<file path="src/pprh_pkg.sv">
package pprh_pkg;
	localparam int NMC    = 8;
	localparam int TERM_W = 17;

	// Byte addresses of the register port
	localparam logic [7:0] A_CTRL    = 8'h00;
	localparam logic [7:0] A_PRELOAD = 8'h04;
	localparam logic [7:0] A_STATUS  = 8'h08;
	localparam logic [7:0] A_TERM0   = 8'h10;
	localparam logic [7:0] A_SIG0    = 8'h40;
	localparam logic [7:0] A_SIG1    = 8'h44;

	// Field positions
	localparam int CTRL_PDEN  = 0;
	localparam int CTRL_SEC   = 1;
	localparam int CTRL_CLR   = 2;
	localparam int CTRL_MODE  = 8;
	localparam int CTRL_COE   = 16;
	localparam int PL_VAL     = 0;
	localparam int PL_MASK    = 8;
	localparam int ST_PD      = 8;
	localparam int ST_SEC     = 9;
	localparam int ST_REF     = 10;
	localparam int ST_BUSY    = 11;
	localparam int TERM_AUX   = 8;
	localparam int TERM_FB    = 9;

	// Values after reset
	localparam logic [7:0]  MC_RST   = 8'h00;
	localparam logic [7:0]  OUT_RST  = 8'hff;
	localparam logic [7:0]  CFG_RST  = 8'h00;
	localparam logic [31:0] WORD_RST = 32'h0;

	// Power-up reset interval, a longest time, so it rounds down
	localparam int CLK_NS      = 10;
	localparam int PUR_TIME_NS = 1000;
	localparam logic [6:0] PUR_CYC = 7'(PUR_TIME_NS / CLK_NS);

	typedef struct packed {
		logic [7:0]  addr;
		logic [31:0] wdata;
		logic        wr;
		logic        rd;
	} pprh_req_t;

	typedef enum logic [1:0] {
		PS_INIT = 2'b00,
		PS_RUN  = 2'b01,
		PS_DOWN = 2'b10
	} pprh_state_t;
endpackage

</file>
<file path="src/pprh_rdmem.sv">
`timescale 1ns/1ps
`default_nettype none
module pprh_rdmem (
	input  wire logic        clk,
	input  wire logic        rstn,
	input  wire logic        wr,
	input  wire logic        waddr,
	input  wire logic [31:0] wdata,
	input  wire logic        rd,
	input  wire logic        raddr,
	input  wire logic        alt_sel,
	input  wire logic [31:0] alt_data,
	output var  logic [31:0] rdata
);
	import pprh_pkg::*;

	logic [31:0] mem_r [2];

	always_ff @(posedge clk or negedge rstn)
	begin
		if (!rstn)
		begin
			mem_r[0] <= WORD_RST;
			mem_r[1] <= WORD_RST;
		end
		else if (wr)
			mem_r[waddr] <= wdata;
	end

	// Read data stand for one cycle only
	always_ff @(posedge clk or negedge rstn)
	begin
		if (!rstn)
			rdata <= WORD_RST;
		else if (rd)
			rdata <= alt_sel ? alt_data : mem_r[raddr];
		else
			rdata <= WORD_RST;
	end
endmodule
`default_nettype wire

</file>
<file path="src/pprh_top.sv">
// What this block does
// Power-up clears all macrocell registers low
// Registered outputs read high after power-up
// Partner waits setup before first clock
// Clock sources stay quiet during power-up
// Enabled power-down pin high enters power-down
// Power-down freezes registers, logic and outputs
// Tri-stated outputs stay tri-stated while down
// Power-down ignores clock, enable, logic inputs
// Pin keepers keep working during power-down
// Without option, power-down pin is logic input
// Preload forces each register high or low
// Security bit blocks verify and preload
// 64-bit signature always readable
// Security bit is set last
// Undriven pins hold level, drivers override
// Power-down pin low resumes from held state
`timescale 1ns/1ps
`default_nettype none
module pprh_top (
	input  wire logic                clk,
	input  wire logic                rstn,
	input  wire pprh_pkg::pprh_req_t req,
	output var  logic [31:0]         rdata,
	input  wire logic                dev_clk_pin,
	input  wire logic                oe_n_pin,
	input  wire logic                power_down_pin,
	input  wire logic [7:0]          in_pin,
	input  wire logic [7:0]          in_drv,
	input  wire logic [7:0]          io_in,
	input  wire logic [7:0]          io_drv,
	output var  logic [7:0]          io_out,
	output var  logic [7:0]          io_oe
);
	import pprh_pkg::*;

	function automatic logic term_hit(input logic [7:0] a);
		term_hit = (a >= A_TERM0) && (a <= A_TERM0 + 8'(4 * (NMC - 1))) &&
			(a[1:0] == 2'b00);
	endfunction

	pprh_state_t         st_r;
	logic [6:0]          por_cnt_r;
	logic [7:0]          mc_r;
	logic                pd_en_r;
	logic                sec_r;
	logic                ref_r;
	logic [7:0]          mode_r;
	logic [7:0]          coe_r;
	logic [TERM_W-1:0]   term_r [NMC];
	logic [7:0]          in_keep_r;
	logic [7:0]          io_keep_r;
	logic                dclk_q_r;
	logic [7:0]          in_lvl;
	logic [7:0]          io_lvl;
	logic [7:0]          sum;
	logic [TERM_W-1:0]   arr_in;
	logic                clk_rise;
	logic                run;
	logic                wr_ctrl;
	logic                wr_pl;
	logic                wr_term;
	logic                wr_sig;
	logic                rd_term;
	logic                sec_op;
	logic [2:0]          tidx;
	logic [7:0]          toff;
	logic [31:0]         alt_data;
	logic                alt_sel;

	assign run      = (st_r == PS_RUN);
	// Term index counts from the first term word, not from address zero
	assign toff     = req.addr - A_TERM0;
	assign tidx     = toff[4:2];
	assign wr_ctrl  = req.wr && req.addr == A_CTRL;
	assign wr_pl    = req.wr && req.addr == A_PRELOAD;
	assign wr_term  = req.wr && term_hit(req.addr);
	assign rd_term  = req.rd && term_hit(req.addr);
	assign wr_sig   = req.wr && (req.addr == A_SIG0 || req.addr == A_SIG1);
	assign sec_op   = sec_r && (wr_pl || wr_term || rd_term || wr_sig);
	// Only edges seen outside power-up and power-down reach the cells
	assign clk_rise = dev_clk_pin && !dclk_q_r && run; // see

	// Pins: an external driver overrides the held level
	genvar g;
	generate
		for (g = 0; g < NMC; g++)
		begin : g_pin
			assign in_lvl[g] = in_drv[g] ? in_pin[g] : in_keep_r[g];
			assign io_lvl[g] = io_oe[g] ? io_out[g] :
				(io_drv[g] ? io_in[g] : io_keep_r[g]);
		end
	endgenerate

	// Feedback: register for registered cells, pin for combinational
	always_comb
	begin
		arr_in = '0;
		arr_in[7:0] = in_lvl;
		arr_in[TERM_AUX] = pd_en_r ? 1'b0 : power_down_pin;
		for (int i = 0; i < NMC; i++)
			arr_in[TERM_FB + i] = mode_r[i] ? io_lvl[i] : mc_r[i];
	end

	generate
		for (g = 0; g < NMC; g++)
		begin : g_sum
			assign sum[g] = ^(arr_in & term_r[g]);
		end
	endgenerate

	// Keepers track the resolved pin level even while powered down
	always_ff @(posedge clk or negedge rstn)
	begin
		if (!rstn)
		begin
			in_keep_r <= CFG_RST;
			io_keep_r <= CFG_RST;
		end
		else
		begin
			in_keep_r <= in_lvl; // see
			io_keep_r <= io_lvl;
		end
	end

	always_ff @(posedge clk or negedge rstn)
	begin
		if (!rstn)
			dclk_q_r <= 1'b0;
		else
			dclk_q_r <= dev_clk_pin;
	end

	// Power state; the count stands in for the delay after the supply
	// threshold, during which the clock sources must not move
	always_ff @(posedge clk or negedge rstn)
	begin
		if (!rstn)
		begin
			st_r      <= PS_INIT;
			por_cnt_r <= '0;
		end
		else
		begin
			case (st_r)
				PS_INIT:
				begin
					por_cnt_r <= por_cnt_r + 7'd1;
					if (por_cnt_r == PUR_CYC - 7'd1)
						st_r <= PS_RUN; // see
				end
				PS_RUN:
					if (pd_en_r && power_down_pin)
						st_r <= PS_DOWN;
				PS_DOWN:
					if (!(pd_en_r && power_down_pin))
						st_r <= PS_RUN;
				default:
					st_r <= PS_INIT;
			endcase
		end
	end

	// Configuration; security sets once and only reset clears it
	always_ff @(posedge clk or negedge rstn)
	begin
		if (!rstn)
		begin
			pd_en_r <= 1'b0;
			sec_r   <= 1'b0;
			mode_r  <= CFG_RST;
			coe_r   <= CFG_RST;
		end
		else if (wr_ctrl)
		begin
			if (!sec_r)
			begin
				pd_en_r <= req.wdata[CTRL_PDEN];
				mode_r  <= req.wdata[CTRL_MODE +: 8];
				coe_r   <= req.wdata[CTRL_COE +: 8];
			end
			// Lockout acts at once, so setup must come first
			sec_r <= sec_r | req.wdata[CTRL_SEC]; // see
		end
	end

	always_ff @(posedge clk or negedge rstn)
	begin
		if (!rstn)
		begin
			for (int i = 0; i < NMC; i++)
				term_r[i] <= '0;
		end
		else if (wr_term && !sec_r)
			term_r[tidx] <= req.wdata[TERM_W-1:0];
	end

	// Refused flag: a new refusal wins over a clear in the same cycle
	always_ff @(posedge clk or negedge rstn)
	begin
		if (!rstn)
			ref_r <= 1'b0;
		else if (sec_op)
			ref_r <= 1'b1;
		else if (wr_ctrl && req.wdata[CTRL_CLR])
			ref_r <= 1'b0;
	end

	// Macrocells; async reset clears them with no clock edge
	always_ff @(posedge clk or negedge rstn)
	begin
		if (!rstn)
			mc_r <= MC_RST;
		else if (run && wr_pl && !sec_r)
		begin
			for (int i = 0; i < NMC; i++)
				if (req.wdata[PL_MASK + i])
					mc_r[i] <= req.wdata[PL_VAL + i];
		end
		else if (clk_rise)
			mc_r <= sum; // see
	end

	// Pins follow inverted logic; frozen while down
	always_ff @(posedge clk or negedge rstn)
	begin
		if (!rstn)
		begin
			io_out <= OUT_RST;
			io_oe  <= CFG_RST;
		end
		else if (st_r != PS_DOWN)
		begin
			for (int i = 0; i < NMC; i++)
			begin
				io_out[i] <= mode_r[i] ? ~sum[i] : ~mc_r[i];
				io_oe[i]  <= mode_r[i] ? coe_r[i] : ~oe_n_pin;
			end
		end // see see
	end

	// Readback: terms read zero once secured, signature always
	always_comb
	begin
		alt_sel  = 1'b1;
		alt_data = WORD_RST;
		if (term_hit(req.addr))
			alt_data = sec_r ? WORD_RST : 32'(term_r[tidx]);
		else if (req.addr == A_CTRL)
			alt_data = {8'h00, coe_r, mode_r, 6'h00, sec_r, pd_en_r};
		else if (req.addr == A_STATUS)
			alt_data = {20'h0, st_r == PS_INIT, ref_r, sec_r,
				st_r == PS_DOWN, mc_r};
		else if (req.addr == A_SIG0 || req.addr == A_SIG1)
			alt_sel = 1'b0;
	end

	pprh_rdmem u_rdmem (
		.clk      (clk),
		.rstn     (rstn),
		.wr       (wr_sig && !sec_r),
		.waddr    (req.addr[2]),
		.wdata    (req.wdata),
		.rd       (req.rd),
		.raddr    (req.addr[2]),
		.alt_sel  (alt_sel),
		.alt_data (alt_data),
		.rdata    (rdata)
	);
endmodule
`default_nettype wire

</file>
<file path="config.mk">
export PLATFORM = sky130hd
export DESIGN_NAME = pprh_top
export DESIGN_NICKNAME = d
export VERILOG_FILES = /design/src/pprh_pkg.sv /design/src/pprh_rdmem.sv /design/src/pprh_top.sv
export SDC_FILE = /design/constraint.sdc
export NUM_CORES = 1
export LEC_CHECK = 0
export BUFFER_PORTS_ARGS = -buffer_cell sky130_fd_sc_hd__buf_2
export CAP_MARGIN = 20
export CORE_MARGIN = 3
export CORE_UTILIZATION = 45
export DETAILED_ROUTE_END_ITERATION = 6
export REMOVE_ABC_BUFFERS = 1
export SYNTH_ARGS = -nofsm -noshare
export SYNTH_HDL_FRONTEND = slang
export SYNTH_HIERARCHICAL = 1
export SYNTH_SLANG_ARGS = --single-unit
</file>
<file path="constraint.sdc">
create_clock -name clk -period 5.6 [get_ports clk]
set_clock_uncertainty 0.05 [all_clocks]
set_input_delay 1.68 -clock clk [delete_from_list [all_inputs] [get_ports clk]]
set_output_delay 1.68 -clock clk [all_outputs]
set_load 0.03 [all_outputs]
</file>
* After elaboration in Yosys (flattened, before gate mapping)
Cells that the tools add are included.
Word-level totals: bits in registers 301
Operators by class: add/subtract/negate cells 2, magnitude comparators 6, bitwise gates (word level) 29, equal/unequal tests 19, mux-type cells 87, reduce and logical (&&, ||, !) cells 47
Operators with widths (count):
- $mux 32 | 6
- $and 17x17->17 | 8
- $bwmux 136 | 1
- $reduce_xor 17->1 | 8
- $mux 17 | 4
- $bwmux 64 | 1
- $mux 1 | 63
- $bmux 17 s3 | 1
- $demux 17 s3 | 1
- $mux 24 | 2
- $demux 32 s1 | 1
- $ne 2x2->1 const B | 11
- $logic_and 1x1->1 | 18
- $not 1->1 | 18
- $reduce_and 2->1 | 9
- $eq 8x7->1 const B | 2
- $mux 8 | 2
- $mux 12 | 1
- $eq 8x3->1 const B | 1
- $eq 8x4->1 const B | 1
- $ge 8x5->1 const B | 1
- $le 8x6->1 const B | 1
- $logic_not 8->1 | 1
- $add 7x1->7 const B | 1
- other kinds (19) | 27

* Logic depth before layout (Yosys ltp)
Gate-level depths: netlist (run 1).
depth in word-level cells 9, gate-level depth with buffers 9, gate-level depth less buffers 8

* Hierarchy
The synthesis (run 1) kept the hierarchy.
By module, submodules not included:
- pprh_top | instances 1, area an instance 11343.4 um2, cells an instance 947
- pprh_rdmem | instances 1, area an instance 4297.9 um2, cells an instance 279

* Worst setup path after synthesis (run 1)
Ideal clock, no wire load.
path kind input to register, from input in_drv[3], to register io_out[0], path slack 1.917 ns, library setup time 0.070 ns, data arrival time 3.564 ns, stages on the path 8, cells stage by stage mux2_4 -> nand2_1 -> xor2_1 -> xnor3_1 -> xnor3_1 -> xnor3_1 -> a21o_1 -> o21ai_2
Between the ends: word-level cells in the longest chain between the ends 5
RTL lines:
- from (decl) | line pprh_top.sv:29 | input wire logic [7:0] in_drv,
- $mux 1 | line pprh_top.sv:89 | assign in_lvl[g] = in_drv[g] ? in_pin[g] : in_keep_r[g];
- $and 17x17->17 | line pprh_top.sv:108 | assign sum[g] = ^(arr_in & term_r[g]);
- $reduce_xor 17->1 | line pprh_top.sv:108
- $not 1->1 | line pprh_top.sv:237 | io_out[i] <= mode_r[i] ? ~sum[i] : ~mc_r[i];
- $mux 1 | line pprh_top.sv:237
- to (signal, indexed assignment) | line pprh_top.sv:237
- to (decl) | line pprh_top.sv:32 | output var logic [7:0] io_out,
No other way between the ends. A chain may end at the register's enable or synchronous reset.

* Final worst setup path (run 1)
from input io_drv[3], to register io_out[1]
Between the ends: word-level cells in the longest chain between the ends 7
RTL lines:
- from (decl) | line pprh_top.sv:31 | input wire logic [7:0] io_drv,
- $mux 1 | line pprh_top.sv:91 | (io_drv[g] ? io_in[g] : io_keep_r[g]);
- $mux 1 | line pprh_top.sv:90 | assign io_lvl[g] = io_oe[g] ? io_out[g] :
- $mux 1 | line pprh_top.sv:102 | arr_in[TERM_FB + i] = mode_r[i] ? io_lvl[i] : mc_r[i];
- $and 17x17->17 | line pprh_top.sv:108
- $reduce_xor 17->1 | line pprh_top.sv:108
- $not 1->1 | line pprh_top.sv:237
- $mux 1 | line pprh_top.sv:237
No other way between the ends.

==> results of run 1 <==
power by group through the flow:
| stage | registers, mW | clock network, mW | logic, mW |
|---|---|---|---|
| 2_1_floorplan | 2.57 | 0 | 0.555 |
| 3_3_place_gp | 2.57 | 0 | 0.947 |
| 3_5_place_dp | 2.57 | 0 | 0.957 |
| 4_1_cts | 2.53 | 2.52 | 0.961 |
| 5_1_grt | 2.56 | 2.61 | 1.04 |
| 6_report | 2.53 | 2.47 | 0.953 |
metal layers:
layer / routed length, um / vias up / part of all wire [%]
met5: 0 / - / 0
met4: 810 / 0 / 1.9
met3: 2280 / 57 / 5.4
met2: 20400 / 262 / 48
met1: 18900 / 5242 / 45
li1: - / 4582 / -
kinds of logic after synthesis:
group / after synthesis / share of synthesized area, %
AO/OA/AOI/OAI: 117 / 5.52
XOR/XNOR: 116 / 8.17
adder cells (fa/ha/maj): 1 / 0.0800
buffers and inverters: 72 / 2.40
flip-flops: 301 / 48.2
multiplexers: 337 / 27.3
other: 1 / 0.0240
AND/OR/NAND/NOR: 281 / 8.30
final timing paths:
check	startpoint	endpoint	slack, ns	cells past startpoint
hold reg to reg	por_cnt_r[6]$_DFFE_PN0P_	por_cnt_r[6]$_DFFE_PN0P_	0.42	1
setup reg to reg	io_oe[3]$_DFFE_PN0N_	io_out[1]$_DFFE_PN1N_	2.72	8
min in group asynchronous	rstn	in_keep_r[1]$_DFF_PN0_	1.17	1
max in group asynchronous	rstn	in_keep_r[2]$_DFF_PN0_	3.20	2
setup / recovery	io_drv[3]	io_out[1]$_DFFE_PN1N_	1.87	9
hold / removal	por_cnt_r[6]$_DFFE_PN0P_	por_cnt_r[6]$_DFFE_PN0P_	0.42	1
critical path: stages:
cell and delay, ns:
buf_2 0.10, mux2i_1 0.16, o211ai_1 0.74, nand2_1 0.22, xor2_1 0.22, xnor2_1 0.19, xnor3_1 0.43, a21bo_2 0.24
a21oi_1 0.13
cell type report:
cell class                      instances  area share (%)
Clock buffer                           54            6.05
Multi-Input combinational cell        860            43.2
Inverter                                5           0.104
Timing Repair Buffer                  149            4.74
Tap cell                              448            3.11
Sequential cell                       301            41.9
Clock inverter                         12           0.959
state kept, by name, indices dropped and copies added (netlist names):
| signal | count |
|---|---|
| coe_r | 8 |
| dclk_q_r | 1 |
| in_keep_r | 8 |
| io_keep_r | 8 |
| io_oe | 8 |
| io_out | 8 |
| mc_r | 8 |
| mode_r | 8 |
| pd_en_r | 1 |
| por_cnt_r | 7 |
| ref_r | 1 |
| sec_r | 1 |
| st_r | 2 |
| term_r | 136 |
| u_rdmem/mem_r | 64 |
| u_rdmem/rdata | 32 |
cell usage in the layout, fill, tap and decap left out, types with 14 or more instances in the layout:
cell type  netlist  routed
dfrtp_1        293     293
nand2b_1        48      48
xor2_1          33      33
buf_2           17     124
mux2_4          37      37
xnor2_1         64      64
mux2i_1         38      38
nand2_1        167     166
a21oi_1         14      14
nor2_1          18      18
xnor3_1         19      19
mux4_2          34      34
buf_4            1      21
clkbuf_16        0      37
o211a_1         32      32
mux2_2         226     226
o21ai_0         30      30
metrics by stage:
step           std cells  cell area [um^2]
2_1_floorplan       1166             15300
3_3_place_gp        1763             16800
3_5_place_dp        1763             16800
4_1_cts             1829             18000
5_1_grt             1829             18000
6_report            1829             18000
==> flow_metrics.tcl, run 1 <==
set metrics [dict create \
    die_y_um 192 \
    grt.met3_usage_pct 3.81 \
    vias_per_cell 5.55 \
    cts-root-buf "clkbuf_16" \
    p_leak_nw 8.91 \
    htree_levels 2 \
    synth_commonest_cells "dfrtp_1 (293), mux2_2 (226), nand2_1 (167), xnor2_1 (64), nand2b_1 (48)" \
    multi_input_area_um2 7780 \
    antenna_found_initial 0 \
    drcViolationCount 0 \
    fmax_ghz 0.268 \
    vias 10100 \
    grt-ovfl-total 0 \
    antenna_cells 0 \
    ys_ff_latch 301 \
    critical_path_arrival_ns 4.12 \
    min_path_type "register to register" \
    p_sw_mw 1.63 \
    synth.most_common_cell "dfrtp_1" \
    pre_cts_slack_ns 1.43 \
    irDropWorstVdd_mv 0.209 \
    power_density_nw_per_um2 330 \
    synthFlopType "dfrtp_1" \
    yosys.area.top_type_share_pct 46.9 \
    fin_tns_setup_ns 0 \
    period_share_pct 66.6 \
    seqPwrFrac_pct 42.6 \
    final_util_pct 53.2 \
    setup_viol 0 \
    start_util_pct 46.2 \
    grt_use_total_pct 23.2 \
    hold_violations 0 \
    relSlewSlack_pct 29.5 \
    grt_pass1_vias 10500 \
    coreArea_um2 33900 \
    fill_cells 2956 \
    yosysTopAreaCell "dfrtp_1" \
    ios 127 \
    drv_cap 0 \
    drtPass1Iterations 5 \
    clk_latency_ns 0.53 \
    p_int_mw 4.33 \
    fin_nets 1433 \
    cts_resized 0 \
    routed_wl_mm 42.4 \
    cp-end-kind "register" \
    cts_tree "yes" \
    rsz0062_at_grt "no" \
    clock_power_share_pct 41.4 \
    cp-start-kind "primary input" \
    setup_slack_ns 1.87 \
    seq_area_um2 7540 \
    status "complete, no violations" \
    hold_slack_ns 0.425 \
    layout-area-overhead-vs-synth_pct 15.2 \
    grtUsageMet1_pct 32.8 \
    p_comb_share_pct 16.0 \
    cts_hold_buffers 0 \
    crit_fanout 8 \
    dp_hpwl_mm 28.4 \
    totalPowerFinal_mw 5.95 \
    yosysWarningCount 6 \
    post-cts-setup-buffers 0 \
    synth_cells 1226 \
    switching_share_pct 27.3 \
    drive_gt1_share_pct 38.4 \
    yosysUniqueCellTypes 56 \
    ys_seq_area_share_pct 48.2 \
    dieWidth_um 192 \
    gp_congestion 0.878 \
    die_area_um2 37000 \
    wl_per_cell_um 23.2 \
    drt_iter0_drc 611 \
    slew_viol_final 0 \
    synth-edff-count 0 \
    worst_pin_slew_ns 1.05 \
    synthArstFlopShare_pct 100 \
    cp.required_ns 6.00 \
    cts_made_buffers 36 \
    grt_max_degree 112 \
    fin_crit_ns 3.73 \
    use_met2_pct 37.6 \
    io_buffer_count 126 \
    grt_pass1_wl_mm 65.0 \
    ant_nets 0 \
    syn_area_um2 15600 \
    synth_area_per_cell_um2 12.8 \
    clock_sinks 301 \
    clk_pin_slew_ns 0.06 \
    grt.busiest_layer "met2" \
    synth_area_leaders "dfrtp_1 (47%), mux2_2 (16%), mux4_2 (4.9%)" \
    rows 67 \
    critical_path_class "primary input to register" \
    cts_buffer_depth 3 \
]
No activity file was read; power rests on OpenSTA's default activity.
==> run 2: changes to the inputs <==
Settings changed: ABC_AREA from default to 1.
Clock period 5.6 ns to 3.42 ns, I/O delays scaled along.
==> flow_metrics.tcl, run 2 <==
set metrics [dict create \
    io_buffer_count 126 \
    rsz0062_at_grt "no" \
    routed_wl_mm 58.6 \
    timing.rr.start "io_out[6]$_DFFE_PN1N_" \
    clk_latency_ns 0.57 \
    post-cts-setup-buffers 0 \
    fin_crit_ns 3.23 \
    power_density_nw_per_um2 408 \
    synthFlopType "dfrtp_1" \
    largest_reg_flops 136 \
    cp-end-kind "register" \
    synth_area_leaders "dfrtp_1 (41%), nand2_1 (22%), inv_1 (8.8%)" \
    cts_buffer_depth 3 \
    antenna_found_initial 2 \
    cts_hold_buffers 0 \
    slowest_delay_ns 0.79 \
    start_util_pct 45.7 \
    grt_use_total_pct 27.9 \
    synth_cells 2670 \
    critical_path_class "primary input to register" \
    path_cells "buf_2 > nand2_1 > buf_4 > o22ai_1 > o311ai_0 > o221ai_1 > o21ai_0 > nor2_1" \
    htree_levels 2 \
    multi_input_area_um2 8220 \
    dp_hpwl_mm 42.7 \
    hold_violations 0 \
    vias 17300 \
    ant_nets 0 \
    cp-start-kind "primary input" \
    yosys.area.top_type_share_pct 41.3 \
    switching_share_pct 25.5 \
    p_comb_share_pct 7.4 \
    die_y_um 205 \
    grt_max_degree 65 \
    drive_gt1_share_pct 9.94 \
    irDropWorstVdd_mv 0.245 \
    fin_nets 2900 \
    worst_pin_slew_ns 0.956 \
    r2r_cells 14 \
    clock_sinks 301 \
    drv_cap 0 \
    dieWidth_um 205 \
    synth.most_common_cell "nand2_1" \
    synthArstFlopShare_pct 100 \
    synth_commonest_cells "nand2_1 (1021), inv_1 (416), dfrtp_1 (293), nor2_1 (277), o21ai_0 (228)" \
    reg_top3 "term_r x136, u_rdmem/mem_r x64, u_rdmem/rdata x32" \
    cts-root-buf "clkbuf_16" \
    final_util_pct 52.6 \
    seqPwrFrac_pct 43.9 \
    p_sw_mw 2.13 \
    ys_ff_latch 301 \
    yosysTopAreaCell "dfrtp_1" \
    setup_slack_ns 0.189 \
    drtPass1Iterations 5 \
    p_int_mw 6.20 \
    clock_power_share_pct 48.8 \
    coreArea_um2 38800 \
    reg2reg_to "mc_r[1]$_DFFE_PN0P_" \
    yosysWarningCount 6 \
    setup_viol 0 \
    wl_per_cell_um 17.4 \
    die_area_um2 41800 \
    cts_made_buffers 37 \
    layoutNonFillerInstCount 3366 \
    grt_pass1_vias 16000 \
    layout-area-overhead-vs-synth_pct 15.1 \
    fmax_ghz 0.309 \
    min_path_type "primary input to async pin" \
    rrSetupSlack_ns 0.92 \
    antenna_cells 0 \
    grt-ovfl-total 0 \
    grt_pass1_wl_mm 90.0 \
    most-common-layout-cells "nand2_1 (1021), inv_1 (416), dfrtp_1 (293)" \
    synth_area_per_cell_um2 6.64 \
    place_inst 3299 \
    yosysUniqueCellTypes 49 \
    cts_tree "yes" \
    status "complete, no violations" \
    drt_iter0_drc 1601 \
    ys_seq_area_share_pct 42.5 \
    path_buf_inv 2 \
    cts_resized 0 \
    fill_cells 3929 \
    fin_tns_setup_ns 0 \
    crit_slowest_cell "o311ai_0" \
    cp.required_ns 3.80 \
    synth-edff-count 0 \
    final_common_cell "nand2_1" \
    gp_congestion 0.959 \
    totalPowerFinal_mw 8.32 \
    slew_viol_final 0 \
    critical_path_arrival_ns 3.61 \
    ios 127 \
    clk_pin_slew_ns 0.05 \
    regMostFlops "term_r" \
    period_share_pct 94.5 \
    crit_family "compound AO/OA/AOI/OAI gates" \
    vias_per_cell 5.15 \
    pre_cts_slack_ns -0.194 \
    seq_area_um2 7540 \
    p_leak_nw 10.5 \
    drcViolationCount 0 \
    relSlewSlack_pct 35.5 \
    crit_fanout 12 \
    syn_area_um2 17700 \
    rows 72 \
]
run 2: changes by cell type after synthesis, sizes merged, moves of 77 or more:
cell,change
nand2,+855
mux2,-265
o21ai,+203
a21oi,+77
inv,+417
nand3,+78
nor2,+266
run 2: power groups by stage:
stage | combinational (mW) | sequential (mW) | clock, mW
5_1_grt | 0.670 | 3.66 | 4.25
2_1_floorplan | 0.215 | 3.75 | 0
4_1_cts | 0.616 | 3.65 | 4.13
3_5_place_dp | 0.613 | 3.71 | 0
6_report | 0.613 | 3.65 | 4.06
3_3_place_gp | 0.607 | 3.71 | 0
run 2: area by class of cell:
cell class / count / area share [%]
inverter: 427 / 7.87
clock buffer: 55 / 5.11
multi-input combinational: 1869 / 40.3
sequential: 301 / 37.0
clock inverter: 12 / 0.926
tap: 518 / 3.18
timing repair buffer: 184 / 5.70
run 2: stage by stage:
stage | instance area [um^2] | hold slack (ns)
2_1_floorplan | 17400 | 0.394
3_3_place_gp | 19200 | 0.406
3_5_place_dp | 19200 | 0.412
4_1_cts | 20400 | 0.377
5_1_grt | 20400 | 0.397
6_report | 20400 | 0.372
run 2: worst max path at each step:
stage          startpoint                     endpoint  slack (ns)  cells after the start
6_report          req[36]   u_rdmem/rdata[8]$_DFF_PN0_        0.19                      8
5_1_grt           req[36]  u_rdmem/rdata[14]$_DFF_PN0_        0.04                      8
4_1_cts           req[36]   u_rdmem/rdata[8]$_DFF_PN0_        0.41                      8
3_5_place_dp      req[36]   u_rdmem/rdata[8]$_DFF_PN0_       -0.19                      8
3_3_place_gp      req[36]   u_rdmem/rdata[8]$_DFF_PN0_       -0.19                      8
2_1_floorplan     req[36]   u_rdmem/rdata[8]$_DFF_PN0_        0.43                      9
run 2: kinds of logic after synthesis:
family	after synthesis	share of synthesized area (%)
buffers and inverters	507	11.3
XOR/XNOR	9	0.445
AO/OA/AOI/OAI	426	13.4
other	1	0.0211
AND/OR/NAND/NOR	1425	32.2
adder cells (fa/ha/maj)	1	0.0706
flip-flops	301	42.5
run 2: routing by layer:
metal,routed length [um],global-route usage [%],vias up,share of wire [%]
met2,25700,43.2,614,44
met4,1760,8.45,2,3.0
met1,26800,39.6,8053,46
li1,-,-,8548,-
met3,4380,5.64,102,7.5
met5,86,1.55,-,0.15
